===== src/ocd_pkg.sv =====
// Shared constants and types of the output clock distribution block
package ocd_pkg;

    // ----------------------------------------------------------------
    // Timing
    // ----------------------------------------------------------------
    localparam int CLK_PERIOD_NS = 10;
    localparam int CAL_TIME_NS   = 50000;
    // Least time, so the count rounds up
    localparam int CAL_CYCLES_DEF = (CAL_TIME_NS + CLK_PERIOD_NS - 1) / CLK_PERIOD_NS;
    localparam int CAL_W          = 16;

    // ----------------------------------------------------------------
    // Widths and counts
    // ----------------------------------------------------------------
    localparam int CH_W     = 12;
    localparam int LR_W     = 20;
    localparam int PD_W     = 4;
    localparam int NUM_CH   = 11;
    localparam int NUM_OUT  = 16;
    localparam int NUM_APLL = 3;
    localparam int NUM_SRC  = 6;
    localparam int NUM_ZDM  = 3;

    // ----------------------------------------------------------------
    // Post-divider ranges
    // ----------------------------------------------------------------
    localparam logic [PD_W-1:0] PD_BYPASS   = 4'h1;
    localparam logic [PD_W-1:0] PD_MIN      = 4'h2;
    localparam logic [PD_W-1:0] APLL1_PD_MAX = 4'h7;
    localparam logic [PD_W-1:0] APLL2_PD_MAX = 4'hd;
    localparam logic [PD_W-1:0] APLL3_PD_MAX = 4'h8;
    localparam logic [PD_W-1:0] APLL3_HALF   = 4'h2;

    // ----------------------------------------------------------------
    // Indices: APLLs, post-divider sync bits, channels
    // ----------------------------------------------------------------
    localparam int APLL1 = 0;
    localparam int APLL2 = 1;
    localparam int APLL3 = 2;
    localparam int PSYNC_APLL1_PRI = 0;
    localparam int PSYNC_APLL1_SEC = 1;
    localparam int PSYNC_APLL2     = 2;
    localparam int PSYNC_APLL3     = 3;
    localparam int CH_OUT0   = 0;
    localparam int CH_OUT1   = 1;
    localparam int CH_OUT2   = 2;
    localparam int CH_OUT3   = 3;
    localparam int CH_PAIR4  = 4;
    localparam int CH_PAIR6  = 5;
    localparam int CH_PAIR10 = 7;
    localparam int CH_OUT14  = 9;
    localparam int CH_OUT15  = 10;

    // ----------------------------------------------------------------
    // Types
    // ----------------------------------------------------------------
    typedef enum logic [2:0] {
        SRC_APLL3     = 3'h0,
        SRC_APLL2     = 3'h1,
        SRC_APLL1_PRI = 3'h2,
        SRC_APLL1_SEC = 3'h3,
        SRC_XO        = 3'h4,
        SRC_REF       = 3'h5
    } ocd_src_t;

    typedef enum logic [1:0] {
        CAL_IDLE    = 2'h0,
        CAL_WAIT_XO = 2'h1,
        CAL_RUN     = 2'h3,
        CAL_DONE    = 2'h2
    } ocd_cal_t;

endpackage : ocd_pkg


===== src/ocd_divider.sv =====
// Glitch-free programmable divider on a source tick stream
`timescale 1ns/1ps
`default_nettype none
module ocd_divider #(
    parameter int W = 12
) (
    input  wire logic         clk,
    input  wire logic         rstn,
    input  wire logic         tickIn,
    input  wire logic [W-1:0] divValue,
    input  wire logic [W-1:0] delay,
    input  wire logic         hold,
    input  wire logic         load,
    output logic              level,
    output logic              tick
);
    typedef struct packed {
        logic [W-1:0] cnt;
        logic [W-1:0] cur;
        logic         level;
        logic         tick;
    } ocd_div_state_t;

    ocd_div_state_t q;
    ocd_div_state_t d;

    // ----------------------------------------------------------------
    // Helpers
    // ----------------------------------------------------------------
    // Zero is taken as bypass so the counter always has a legal period
    function automatic logic [W-1:0] normDiv(input logic [W-1:0] v);
        return (v == '0) ? W'(1) : v;
    endfunction : normDiv

    // An offset beyond the period would stall the count, so it folds to zero
    function automatic logic [W-1:0] startCnt(input logic [W-1:0] dl,
                                              input logic [W-1:0] dv);
        return (dl < dv) ? dl : '0;
    endfunction : startCnt

    // ----------------------------------------------------------------
    // Next state
    // ----------------------------------------------------------------
    always_comb begin
        d      = q;
        d.tick = 1'b0;
        if (hold) begin
            d.cur   = normDiv(divValue);
            d.cnt   = startCnt(delay, normDiv(divValue));
            d.level = 1'b0;
        end else if (load) begin
            d.cnt = startCnt(delay, q.cur);
        end else if (tickIn) begin
            // A cleared ratio after reset wraps on the first tick instead of a full count
            if (q.cnt >= normDiv(q.cur) - W'(1)) begin
                d.cnt  = '0;
                // New ratio only at a period boundary: no runt pulse
                d.cur  = normDiv(divValue);
                d.tick = 1'b1;
            end else begin
                d.cnt = q.cnt + W'(1);
            end
            if (d.cur == W'(1)) begin
                d.level = ~q.level;
            end else begin
                d.level = d.cnt < (d.cur >> 1);
            end
        end
    end

    always_ff @(posedge clk) begin
        if (!rstn) begin
            q <= '0;
        end else begin
            q <= d;
        end
    end

    assign level = q.level;
    assign tick  = q.tick;

endmodule : ocd_divider
`default_nettype wire


===== src/ocd_top.sv =====
// Output clock distribution: post-dividers, bank muxes, channel dividers, calibration
//
// Summary of operation
// - APLL2 post-divider 2..13 feeds every bank
// - APLL1 primary to 0-3,14,15; secondary 0,1
// - APLL3 post-divider 2..8, optional extra half
// - Outputs 0,1 each have six-input selectors
// - Banks 2/3 and 14/15 share three-input selectors
// - Banks 4-7 and 8-13 pick APLL3 or APLL2
// - Outputs 0,1: own channel and low-rate dividers
// - Outputs 2,3,14,15 have own 12-bit dividers
// - Pairs 4/5..12/13 share divider, optional low-rate
// - Total ratio is post times channel times low-rate
// - Divider powers down when its drivers disabled
// - Low-rate divider on all but outputs 2,3
// - Calibration starts after reset once crystal present
// - Outputs muted per output until calibration done
// - Enable rising edge recalibrates that APLL only
// - Static delay offset on channel and low-rate paths
// - Sync alignment; zero-delay mode on 0,4,10
// - Channel divider values 1..4095, 1 bypasses
// - Sync holds enabled non-bypassed dividers low, aligned release
// - Auto-mute while selected source not locked
`timescale 1ns/1ps
`default_nettype none
module ocd_top
    import ocd_pkg::*;
#(
    parameter int CAL_CYCLES = ocd_pkg::CAL_CYCLES_DEF
) (
    input  wire logic                                         clk,
    input  wire logic                                         rstn,
    input  wire logic                                         vco1Tick,
    input  wire logic                                         vco2Tick,
    input  wire logic                                         vco3Tick,
    input  wire logic                                         xoTick,
    input  wire logic                                         refTick,
    input  wire logic                                         xoPresent,
    input  wire logic [ocd_pkg::NUM_APLL-1:0]                 analogLoopEnableBit,
    input  wire logic [ocd_pkg::NUM_APLL-1:0]                 apllLock,
    input  wire logic [ocd_pkg::PD_W-1:0]                     apll1PrimaryPostDivider,
    input  wire logic [ocd_pkg::PD_W-1:0]                     apll1SecondaryPostDivider,
    input  wire logic [ocd_pkg::PD_W-1:0]                     apll2PostDivider,
    input  wire logic [ocd_pkg::PD_W-1:0]                     apll3PostDivider,
    input  wire logic                                         apll3HalfEnable,
    input  wire logic [3:0]                                   postSyncEnable,
    input  wire logic [2:0]                                   muxSelOut0,
    input  wire logic [2:0]                                   muxSelOut1,
    input  wire logic [1:0]                                   muxSelOut2to3,
    input  wire logic [1:0]                                   muxSelOut14to15,
    input  wire logic                                         muxSelOut4to7,
    input  wire logic                                         muxSelOut8to13,
    input  wire logic [ocd_pkg::NUM_CH-1:0][ocd_pkg::CH_W-1:0] channelDivider,
    input  wire logic [ocd_pkg::NUM_CH-1:0][ocd_pkg::CH_W-1:0] channelDelay,
    input  wire logic [ocd_pkg::NUM_CH-1:0]                   lowRateEnable,
    input  wire logic [ocd_pkg::NUM_CH-1:0][ocd_pkg::LR_W-1:0] lowRateDivider,
    input  wire logic [ocd_pkg::NUM_CH-1:0][ocd_pkg::LR_W-1:0] lowRateDelay,
    input  wire logic [ocd_pkg::NUM_CH-1:0]                   dividerPowerDown,
    input  wire logic [ocd_pkg::NUM_OUT-1:0]                  driverEnable,
    input  wire logic [ocd_pkg::NUM_OUT-1:0]                  muteEnable,
    input  wire logic                                         syncIn,
    input  wire logic                                         syncEnable,
    input  wire logic [ocd_pkg::NUM_CH-1:0]                   channelSyncEnable,
    input  wire logic [ocd_pkg::NUM_CH-1:0]                   lowRateSyncEnable,
    input  wire logic [ocd_pkg::NUM_ZDM-1:0]                  zeroDelayAlignmentMode,
    output logic      [ocd_pkg::NUM_OUT-1:0]                  outClk,
    output logic      [ocd_pkg::NUM_OUT-1:0]                  outMuted,
    output logic      [ocd_pkg::NUM_APLL-1:0]                 calDone
);
    import ocd_pkg::*;

    // ----------------------------------------------------------------
    // State
    // ----------------------------------------------------------------
    typedef struct packed {
        logic [NUM_APLL-1:0]            enPrev;
        ocd_cal_t [NUM_APLL-1:0]        cal;
        logic [NUM_APLL-1:0][CAL_W-1:0] calCnt;
        logic [NUM_OUT-1:0]             outClk;
        logic [NUM_OUT-1:0]             muted;
    } ocd_top_state_t;

    ocd_top_state_t q;
    ocd_top_state_t d;

    // ----------------------------------------------------------------
    // Functions
    // ----------------------------------------------------------------
    function automatic logic [PD_W-1:0] clampDiv(input logic [PD_W-1:0] v,
                                                 input logic [PD_W-1:0] hi);
        if (v < PD_MIN) begin
            return PD_MIN;
        end else if (v > hi) begin
            return hi;
        end
        return v;
    endfunction : clampDiv

    // Channel that drives each output pin
    function automatic int chanOf(input int o);
        if (o < 4) begin
            return o;
        end else if (o < 14) begin
            return 4 + (o - 4) / 2;
        end
        return o - 5;
    endfunction : chanOf

    // Unused selector codes fall back to the APLL3 path
    function automatic ocd_src_t muxSource(input int c);
        logic [2:0] raw;
        raw = 3'h0;
        case (c)
            CH_OUT0: begin
                raw = (muxSelOut0 > 3'h5) ? 3'h0 : muxSelOut0;
            end
            CH_OUT1: begin
                raw = (muxSelOut1 > 3'h5) ? 3'h0 : muxSelOut1;
            end
            CH_OUT2, CH_OUT3: begin
                raw = (muxSelOut2to3 > 2'h2) ? 3'h0 : {1'b0, muxSelOut2to3};
            end
            CH_OUT14, CH_OUT15: begin
                raw = (muxSelOut14to15 > 2'h2) ? 3'h0 : {1'b0, muxSelOut14to15};
            end
            CH_PAIR4, CH_PAIR6: begin
                raw = {2'h0, muxSelOut4to7};
            end
            default: begin
                raw = {2'h0, muxSelOut8to13};
            end
        endcase
        return ocd_src_t'(raw);
    endfunction : muxSource

    function automatic logic srcValid(input ocd_src_t s);
        logic ok;
        ok = 1'b1;
        case (s)
            SRC_APLL3:     ok = calDone[APLL3] & apllLock[APLL3];
            SRC_APLL2:     ok = calDone[APLL2] & apllLock[APLL2];
            SRC_APLL1_PRI,
            SRC_APLL1_SEC: ok = calDone[APLL1] & apllLock[APLL1];
            default:       ok = 1'b1;
        endcase
        return ok;
    endfunction : srcValid

    // ----------------------------------------------------------------
    // VCO post-dividers
    // ----------------------------------------------------------------
    logic               syncActive;
    logic [PD_W-1:0]    apll3Main;
    logic [PD_W-1:0]    apll3Half;
    logic               apll3MainTick;
    logic [NUM_SRC-1:0] srcTick;

    assign syncActive = syncIn & syncEnable;
    // Setting 1 bypasses the APLL3 post-divider and its half stage
    assign apll3Main  = (apll3PostDivider <= PD_BYPASS) ? PD_BYPASS
                      : clampDiv(apll3PostDivider, APLL3_PD_MAX);
    assign apll3Half  = (apll3HalfEnable && apll3Main != PD_BYPASS)
                      ? APLL3_HALF : PD_BYPASS;
    assign srcTick[SRC_XO]  = xoTick;
    assign srcTick[SRC_REF] = refTick;

    ocd_divider #(.W(PD_W)) uApll1Pri (
        .clk      (clk),
        .rstn     (rstn),
        .tickIn   (vco1Tick),
        .divValue (clampDiv(apll1PrimaryPostDivider, APLL1_PD_MAX)),
        .delay    ('0),
        .hold     (syncActive & postSyncEnable[PSYNC_APLL1_PRI]),
        .load     (1'b0),
        .level    (),
        .tick     (srcTick[SRC_APLL1_PRI])
    );

    ocd_divider #(.W(PD_W)) uApll1Sec (
        .clk      (clk),
        .rstn     (rstn),
        .tickIn   (vco1Tick),
        .divValue (clampDiv(apll1SecondaryPostDivider, APLL1_PD_MAX)),
        .delay    ('0),
        .hold     (syncActive & postSyncEnable[PSYNC_APLL1_SEC]),
        .load     (1'b0),
        .level    (),
        .tick     (srcTick[SRC_APLL1_SEC])
    );

    ocd_divider #(.W(PD_W)) uApll2 (
        .clk      (clk),
        .rstn     (rstn),
        .tickIn   (vco2Tick),
        .divValue (clampDiv(apll2PostDivider, APLL2_PD_MAX)),
        .delay    ('0),
        .hold     (syncActive & postSyncEnable[PSYNC_APLL2]),
        .load     (1'b0),
        .level    (),
        .tick     (srcTick[SRC_APLL2])
    );

    ocd_divider #(.W(PD_W)) uApll3Main (
        .clk      (clk),
        .rstn     (rstn),
        .tickIn   (vco3Tick),
        .divValue (apll3Main),
        .delay    ('0),
        .hold     (syncActive & postSyncEnable[PSYNC_APLL3]),
        .load     (1'b0),
        .level    (),
        .tick     (apll3MainTick)
    );

    ocd_divider #(.W(PD_W)) uApll3Half (
        .clk      (clk),
        .rstn     (rstn),
        .tickIn   (apll3MainTick),
        .divValue (apll3Half),
        .delay    ('0),
        .hold     (syncActive & postSyncEnable[PSYNC_APLL3]),
        .load     (1'b0),
        .level    (),
        .tick     (srcTick[SRC_APLL3])
    );

    // ----------------------------------------------------------------
    // Channel routing, power-down and sync
    // ----------------------------------------------------------------
    logic [NUM_CH-1:0] chanTickIn;
    logic [NUM_CH-1:0] chanHold;
    logic [NUM_CH-1:0] lowHold;
    logic [NUM_CH-1:0] zdmLoad;
    logic [NUM_CH-1:0] chanUsed;

    always_comb begin
        chanUsed = '0;
        for (int o = 0; o < NUM_OUT; o++) begin
            if (driverEnable[o]) begin
                chanUsed[chanOf(o)] = 1'b1;
            end
        end
        zdmLoad = '0;
        zdmLoad[CH_OUT0]   = zeroDelayAlignmentMode[0] & refTick;
        zdmLoad[CH_PAIR4]  = zeroDelayAlignmentMode[1] & refTick;
        zdmLoad[CH_PAIR10] = zeroDelayAlignmentMode[2] & refTick;
        for (int c = 0; c < NUM_CH; c++) begin
            chanTickIn[c] = srcTick[muxSource(c)];
            // Bypassed dividers keep running through a sync event
            chanHold[c] = dividerPowerDown[c] | ~chanUsed[c]
                        | (syncActive & channelSyncEnable[c]
                           & (channelDivider[c] > CH_W'(1)));
            lowHold[c]  = chanHold[c] | ~lowRateEnable[c]
                        | (syncActive & channelSyncEnable[c]
                           & lowRateSyncEnable[c]);
        end
    end

    // ----------------------------------------------------------------
    // Channel and low-rate dividers
    // ----------------------------------------------------------------
    logic [NUM_CH-1:0] chanLevel;
    logic [NUM_CH-1:0] chanTick;
    logic [NUM_CH-1:0] lowLevel;
    logic [NUM_CH-1:0] finalLevel;

    for (genvar c = 0; c < NUM_CH; c++) begin : gChan
        ocd_divider #(.W(CH_W)) uChan (
            .clk      (clk),
            .rstn     (rstn),
            .tickIn   (chanTickIn[c]),
            .divValue (channelDivider[c]),
            .delay    (channelDelay[c]),
            .hold     (chanHold[c]),
            .load     (zdmLoad[c]),
            .level    (chanLevel[c]),
            .tick     (chanTick[c])
        );
        if (c != CH_OUT2 && c != CH_OUT3) begin : gLow
            ocd_divider #(.W(LR_W)) uLow (
                .clk      (clk),
                .rstn     (rstn),
                .tickIn   (chanTick[c]),
                .divValue (lowRateDivider[c]),
                .delay    (lowRateDelay[c]),
                .hold     (lowHold[c]),
                .load     (zdmLoad[c]),
                .level    (lowLevel[c]),
                .tick     ()
            );
            assign finalLevel[c] = lowRateEnable[c] ? lowLevel[c] : chanLevel[c];
        end else begin : gNoLow
            assign lowLevel[c]   = 1'b0;
            assign finalLevel[c] = chanLevel[c];
        end
    end

    // ----------------------------------------------------------------
    // Calibration sequencing and output muting
    // ----------------------------------------------------------------
    always_comb begin
        d = q;
        d.enPrev = analogLoopEnableBit;
        for (int k = 0; k < NUM_APLL; k++) begin
            case (q.cal[k])
                CAL_IDLE: begin
                    // Reset clears the edge history, so reset acts as a trigger
                    if (analogLoopEnableBit[k] && !q.enPrev[k]) begin
                        d.cal[k] = CAL_WAIT_XO;
                    end
                end
                CAL_WAIT_XO: begin
                    if (!analogLoopEnableBit[k]) begin
                        d.cal[k] = CAL_IDLE;
                    end else if (xoPresent) begin
                        d.cal[k]    = CAL_RUN;
                        d.calCnt[k] = CAL_W'(CAL_CYCLES - 1);
                    end
                end
                CAL_RUN: begin
                    if (!analogLoopEnableBit[k]) begin
                        d.cal[k] = CAL_IDLE;
                    end else if (q.calCnt[k] == '0) begin
                        d.cal[k] = CAL_DONE;
                    end else begin
                        d.calCnt[k] = q.calCnt[k] - CAL_W'(1);
                    end
                end
                CAL_DONE: begin
                    if (!analogLoopEnableBit[k]) begin
                        d.cal[k] = CAL_IDLE;
                    end
                end
                default: begin
                    d.cal[k] = CAL_IDLE;
                end
            endcase
        end
        for (int o = 0; o < NUM_OUT; o++) begin
            d.muted[o]  = muteEnable[o] & ~srcValid(muxSource(chanOf(o)));
            d.outClk[o] = driverEnable[o] & ~d.muted[o] & finalLevel[chanOf(o)];
        end
    end

    always_ff @(posedge clk) begin
        if (!rstn) begin
            q.enPrev <= '0;
            q.cal    <= '{default: CAL_IDLE};
            q.calCnt <= '0;
            q.outClk <= '0;
            q.muted  <= '1;
        end else begin
            q <= d;
        end
    end

    always_comb begin
        for (int k = 0; k < NUM_APLL; k++) begin
            calDone[k] = (q.cal[k] == CAL_DONE);
        end
    end

    assign outClk   = q.outClk;
    assign outMuted = q.muted;

endmodule : ocd_top
`default_nettype wire


===== config.mk =====
export PLATFORM = sky130hd
export DESIGN_NAME = ocd_top
export DESIGN_NICKNAME = d
export VERILOG_FILES = /design/src/ocd_pkg.sv /design/src/ocd_divider.sv /design/src/ocd_top.sv
export SDC_FILE = /design/constraint.sdc
export NUM_CORES = 2
export LEC_CHECK = 0
export ABC_AREA = 1
export BUFFER_PORTS_ARGS = -buffer_cell sky130_fd_sc_hd__buf_2
export CORE_MARGIN = 2
export CORE_UTILIZATION = 50
export CTS_CLUSTER_DIAMETER = 50
export DETAILED_ROUTE_END_ITERATION = 7
export GPL_ROUTABILITY_DRIVEN = 1
export PLACE_DENSITY = 0.7
export SYNTH_ARGS = -nofsm -noshare
export SYNTH_HDL_FRONTEND = slang
export SYNTH_SLANG_ARGS = --single-unit

===== constraint.sdc =====
create_clock -name clk -period 6.1 [get_ports clk]
set_clock_uncertainty 0.05 [all_clocks]
set_input_delay 0.61 -clock clk [delete_from_list [all_inputs] [get_ports clk]]
set_output_delay 0.61 -clock clk [all_outputs]
set_load 0.02 [all_outputs]

---- Word level (Yosys, flattened, before mapping) ----
Index checks and enable logic that the tools add are counted.
word-level totals
  register bits ........................... 792
  input port bits ......................... 832
  output and inout bits ................... 35
  logic and storage cells ................. 1,281
operators by class
  add/sub/neg operators ................... 53
  $lt $le $gt $ge ......................... 134
  eq/ne operators ......................... 77
  multiplexer cells ....................... 519
  bitwise gates (word level) .............. 223
  reduce and logical (&&, ||, !) cells .... 177
operators by type and width
  cell                                                                number
  2-to-1 mux 20 bit                                                   93
  2-to-1 mux 12 bit                                                   111
  2-to-1 mux 32 bit                                                   19
  greater-or-equal comparator 32 x 1 -> 1 bit, second input constant  14
  less-than comparator 32 x 6 -> 1 bit, second input constant         14
  2-to-1 mux 42 bit                                                   9
  2-to-1 mux 41 bit                                                   9
  logical NOT 20 bit                                                  18
  2-to-1 mux 26 bit                                                   11
  2-to-1 mux 25 bit                                                   11
  logical NOT 12 bit                                                  22
  less-than comparator 20 bit                                         12
  2-to-1 mux 4 bit                                                    53
  adder 20 x 1 -> 20 bit, second input constant                       9
  == test 20 x 1 -> 1 bit, second input constant                      9
  greater-or-equal comparator 20 bit                                  9
  less-than comparator 20 x 19 -> 1 bit                               9
  subtractor 20 x 1 -> 20 bit, second input constant                  9
  less-than comparator 12 bit                                         14
  2-to-1 mux 16 bit                                                   10
  2-to-1 mux 11 bit                                                   14
  OR 11 bit                                                           13
  adder 12 x 1 -> 12 bit, second input constant                       11
  == test 12 x 1 -> 1 bit, second input constant                      11
  56 further kinds                                                    669

---- Logic depth before layout (Yosys ltp) ----
  depth in word-level cells ............... 45
  mapped depth ............................ 42
  mapped depth without buffers ............ 40

---- Modules after synthesis ----
Synthesis repeated with hierarchy kept, for this count alone.
unflattened totals
  cells, all modules ...................... 15,388
  area total of the unflattened synthesis .. 94,794.7 um2
by module, submodules not included
  module                                times used  cells each  area an instance (um2)
  ocd_divider (gChan[1].gLow.uLow ...)  6           903         5,502.8
  ocd_divider (gChan[1].uChan ...)      6           493         3,078.0
  ocd_divider (gChan[0].gLow.uLow ...)  3           877         5,372.7
  ocd_divider (gChan[0].uChan ...)      3           509         3,170.5
  ocd_top                               1           984         6,118.4
  ocd_divider (uApll1Pri ...)           5           174         1,056.0
  ocd_divider (gChan[4].uChan)          1           505         3,190.6
  ocd_divider (gChan[9].uChan)          1           495         3,091.7

---- Worst setup path after synthesis ----
No wires, ideal clock.
  path kind ............................... register to register
  start point ............................. register gChan[5].gLow.uLow.q[7] (netlist name)
  end point ............................... register gChan[5].gLow.uLow.q (netlist bit gChan[5].gLow.uLow.level)
  library setup time ...................... 0.064 ns
  arrival time ............................ 4.753 ns
  data required time ...................... 5.986 ns
  slack ................................... 1.234 ns
  cell stages (with the launch flop) ...... 41
  buffers on the path ..................... 2
  clock period less this slack ............ 4.866 ns
  cells stage by stage .................... dfxtp_1 -> clkbuf_1 -> nor3_1 -> nand3_1 -> nand2_1 -> inv_1 -> ha_1 -> inv_1 -> nor2_1 -> inv_1 -> nor3_1 -> nand3b_1 -> nor4_1 -> nand2_1 -> xor2_1 -> inv_1 -> ha_1 -> nand2_1 -> [... 5 more ...] -> nor2_4 -> nand2_4 -> buf_2 -> clkinv_1 -> o21ai_0 -> nor2_1 -> ha_1 -> a21oi_1 -> o31ai_1 -> a21oi_1 -> nor2_1 -> o21ai_0 -> nand2_1 -> nor2_1 -> nand2_1 -> nor2_1 -> nor2_1 -> nor2_1
on the way
  word-level cells in the longest chain between the ends .. 9
  elaborated cells between the ends (all ways) .. 13
RTL lines
  what                                                                              RTL line                              source
  from (decl)                                                                       ocd_divider.sv:24                     ocd_div_state_t q;
  from (signal assigned)                                                            ocd_divider.sv:73                     q <= '0;
  from (signal assigned)                                                            ocd_divider.sv:75                     q <= d;
  logical NOT 20 bit                                                                ocd_divider.sv:32                     return (v == '0) ? W'(1) : v;
  2-to-1 mux 20 bit                                                                 ocd_divider.sv:32
  subtractor 20 x 1 -> 20 bit                                                       ocd_divider.sv:55                     if (q.cnt >= normDiv(q.cur) - W'(1)) begin
  greater-or-equal comparator 20 bit                                                ocd_divider.sv:55
  2-to-1 mux 20 bit                                                                 ocd_divider.sv:55
  2-to-1 mux 20 bit                                                                 ocd_divider.sv:53                     end else if (tickIn) begin
  2-to-1 mux 20 bit                                                                 ocd_divider.sv:47                     if (hold) begin
  less-than comparator 20 x 19 -> 1 bit or == test 20 x 1 -> 1 bit (tied branches)  ocd_divider.sv:66, ocd_divider.sv:63
  2-to-1 mux 1 bit (*)                                                              ocd_divider.sv:63                     if (d.cur == W'(1)) begin
Every way passes the cells marked *; elsewhere a longest branch is shown, timed or not. The select of a mux whose other input is x is not followed.
A chain may end at the register's enable or synchronous reset.

---- Worst setup path in the final report ----
  start point ............................. register gChan[8].gLow.uLow.q[16] (netlist name)
  end point ............................... register gChan[8].gLow.uLow.q (netlist bit gChan[8].gLow.uLow.level)
on the way
  word-level cells in the longest chain between the ends .. 9
  elaborated cells between the ends (all ways) .. 13
RTL lines
  what                                                                              RTL line
  from (decl)                                                                       ocd_divider.sv:24
  from (signal assigned)                                                            ocd_divider.sv:73
  from (signal assigned)                                                            ocd_divider.sv:75
  logical NOT 20 bit                                                                ocd_divider.sv:32
  2-to-1 mux 20 bit                                                                 ocd_divider.sv:32
  subtractor 20 x 1 -> 20 bit                                                       ocd_divider.sv:55
  greater-or-equal comparator 20 bit                                                ocd_divider.sv:55
  2-to-1 mux 20 bit                                                                 ocd_divider.sv:55
  2-to-1 mux 20 bit                                                                 ocd_divider.sv:53
  2-to-1 mux 20 bit                                                                 ocd_divider.sv:47
  less-than comparator 20 x 19 -> 1 bit or == test 20 x 1 -> 1 bit (tied branches)  ocd_divider.sv:66, ocd_divider.sv:63
  2-to-1 mux 1 bit (*)                                                              ocd_divider.sv:63
Marked as above.

==> flow_metrics.py <==
metrics = {
    "run_status": {
        "status": "finished clean",
    },
    "logic_synthesis": {
        "mappedNetlistArea_um2": 80400,
        "ys_seq_area_share_pct": 19.6,
        "ys.flop_type": "dfxtp_1",
        "synth_edf_count": 0,
        "synth_cell_types": 72,
        "synth_nets": 14600,
        "ys_warn_count": 0,
        "ys_seq_elements": 787,
        "netlist_instances": 12800,
        "ys_async_sr_fraction_pct": 0,
        "avgSynthCellArea_um2": 6.30,
    },
    "drt": {
        "initialDrtViolationCount": 8952,
        "drt_wl_total_um": 311000,
        "dr.pass1.iters": 6,
        "routedWlPerCell_um": 19.8,
        "ant_nets": 0,
        "drcViolationCount": 0,
        "vias": 91100,
        "via_per_inst": 5.80,
    },
    "hold_path": {
        "holdPathStages": 3,
        "holdCritStartpoint": "driverEnable[14]",
        "hold_path_end": "outClk[14]$_SDFF_PN0_",
        "worstHoldPathType": "primary input to flip-flop",
    },
    "cells_and_area": {
        "multi_input_area_um2": 55900,
        "layout_commonest_cell": "nand2_1",
        "seqCellArea_um2": 15800,
        "final_cell_mix": "3106 x nand2_1, 1746 x inv_1, 1115 x nor2_1",
        "final_nets": 15300,
        "drive_above_1_share_pct": 11.1,
        "num-fill-cells": 15900,
        "area_growth_pct": 14.2,
    },
    "worst_setup_path": {
        "worstPathMaxFanout": 8,
        "r2r_end": "gChan[8].gLow.uLow.level$_SDFFE_PP0P_",
        "r2r_setup_slack_ns": 0.45,
        "cp-end-kind": "flip-flop",
        "crit_type": "flip-flop to flip-flop",
        "start_kind": "flip-flop",
        "reg2reg_depth": 35,
        "slowest_delay_ns": 0.53,
        "arrival_ns": 6.35,
        "critPathMostFrequentCell": "nand2_1",
        "crit-reg2reg-launch": "gChan[8].gLow.uLow.q[16]$_SDFFE_PN0P_",
        "slowest_stage": "or4_4",
        "crit_required_ns": 6.80,
    },
    "cts": {
        "cts_root_buf": "clkbuf_16",
        "cts_buffers": 141,
        "cts_tree": "done",
        "cts.path.max_buffers": 3,
        "htree_levels": 4,
        "cts_sinks": 787,
        "clk_pin_slew_ns": 0.05,
        "insertion_delay_ns": 0.82,
    },
    "power_and_ir_drop": {
        "vdd_drop_max_uv": 305,
        "power_leakage_uw": 0.0454,
        "power.density_nw_per_um2": 260,
    },
    "timing": {
        "period_minus_slack_ns": 5.65,
        "slew_headroom_pct": 12.3,
        "max_freq_ghz": 0.177,
        "finalHoldViolations": 0,
        "tightestPinTransition_ns": 1.32,
        "fin_ws_ns": 0.449,
        "maxSlewViolCount": 0,
        "min_period_over_period_pct": 92.6,
        "finalSetupViolCount": 0,
        "holdWs_ns": 0.0514,
    },
    "grt": {
        "grt_pass1_vias": 84400,
        "track_usage_pct": 36.3,
        "grt_pass1_wl_um": 473000,
        "grt_antenna_before_repair": 96,
        "gr-total-overflow": 0,
        "grt_max_degree": 130,
    },
    "die": {
        "die_y_um": 405,
        "pin_count": 867,
        "dieArea_um2": 164000,
        "core_area_um2": 160000,
        "dieWidth_um": 405,
        "rows": 147,
        "start_util_pct": 50.2,
    },
    "placement": {
        "post-place-ws_ns": 0.308,
        "port-buffer-count": 782,
        "dp_hpwl_um": 245000,
        "gp_congestion": 0.994,
    },
    "job": {
        "drv_cap": 0,
    },
}
what timing repair did:
action / CTS / global route
endpoints found under the setup margin: 0 / 9
resized for setup: 0 / 43
setup buffers: 0 / 6
endpoints found under the hold margin: 46 / 0
hold buffers: 47 / 0
metrics by stage:
step           setup TNS [ns]  total power, uW  area [um2]  instances  utilization, %
6_report                    0            23900       91800      15700            57.3
5_1_grt               -0.0290            25400       91700      15700            57.3
4_1_cts                     0            23700       91300      15600            57.1
3_5_place_dp                0            15100       85800      15300            53.6
3_3_place_gp                0            14900       85800      15300            53.6
2_1_floorplan               0            12400       80400      12800               -
where the power goes:
| group | switching (uW) | leakage [uW] | internal, uW |
|---|---|---|---|
| Sequential | 588 | 0.00649 | 5580 |
| Combinational | 6020 | 0.0365 | 3200 |
| Clock | 3290 | 0.00243 | 5220 |
cell type report:
cell class / instances / area share [%]
repair buffers: 973 / 6.06
inverters: 1777 / 7.29
diodes: 74 / 0.202
clock inverters: 94 / 1.35
flip-flops and latches: 787 / 17.2
clock buffers: 167 / 4.12
multi-input cells: 9752 / 60.9
well taps: 2086 / 2.84
metal layers:
metal	GRT usage (%)	routed length (um)	vias up
li1	-	-	44100
met1	47.1	129000	41900
met2	56.2	135000	4199
met3	8.28	30800	795
met4	18.0	15600	40
met5	0.387	254	-
Yosys cell counts, types with 57 or more instances:
cell type / count / share of area [%]
nor4_1: 74 / 0.58
nor2_1: 1123 / 5.2
nand3b_1: 76 / 0.71
a21oi_1: 939 / 5.8
o211ai_1: 62 / 0.58
nand2_1: 3111 / 15
nand3_1: 861 / 5.4
a31oi_1: 292 / 2.3
o21ai_0: 477 / 3.0
buf_2: 135 / 0.84
a22oi_1: 234 / 2.2
clkbuf_1: 235 / 1.1
or2_2: 134 / 1.0
nand4_1: 339 / 2.6
ha_1: 1043 / 16
xor2_1: 277 / 3.0
xnor2_1: 57 / 0.62
dfxtp_1: 787 / 20
inv_1: 1749 / 8.2
nor3_1: 230 / 1.4
sequential cells by signal (all words and copies together), names as in the netlist, 9 cells and up:
name	flops
gChan.gLow.uLow.q	360
outMuted	16
gChan.uChan.tick	9
outClk	16
gChan.gLow.uLow.level	9
gChan.uChan.level	11
gChan.uChan.q	264
q	57
logic make-up after synthesis:
logic type | share of synthesized area (%)
compound gates | 16.1
buf+inv | 11.0
flops | 19.6
fa+ha+maj | 16.2
simple gates | 33.4
xor+xnor | 3.64
worst max-delay path: cells and delay by family (launching register included):
family	cells	cell delay (ns)
and+or+nand+nor	23	3.03
adders and majority gates	3	0.80
buffers and inverters	4	0.51
AOI/OAI and AO/OA	4	0.50
DFF	1	0.38
xor gates and xnor gates	1	0.29
worst max path at each step:
stage	startpoint	endpoint	slack, ns	cells after the start
floorplan	gChan[5].gLow.uLow.q[7]$_SDFFE_PN0P_	gChan[5].gLow.uLow.level$_SDFFE_PP0P_	1.23	40
global placement	gChan[8].gLow.uLow.q[16]$_SDFFE_PN0P_	gChan[8].gLow.uLow.level$_SDFFE_PP0P_	0.40	36
detailed placement	gChan[9].gLow.uLow.q[16]$_SDFFE_PN0P_	gChan[9].gLow.uLow.level$_SDFFE_PP0P_	0.31	37
CTS	gChan[8].gLow.uLow.q[4]$_SDFFE_PN0P_	gChan[8].gLow.uLow.level$_SDFFE_PP0P_	0.27	36
global route	gChan[9].gLow.uLow.q[8]$_SDFFE_PN0P_	gChan[9].gLow.uLow.level$_SDFFE_PP0P_	-0.02	39
finish	gChan[8].gLow.uLow.q[16]$_SDFFE_PN0P_	gChan[8].gLow.uLow.level$_SDFFE_PP0P_	0.45	35
Note: power is estimated with default switching activity, not from simulation.
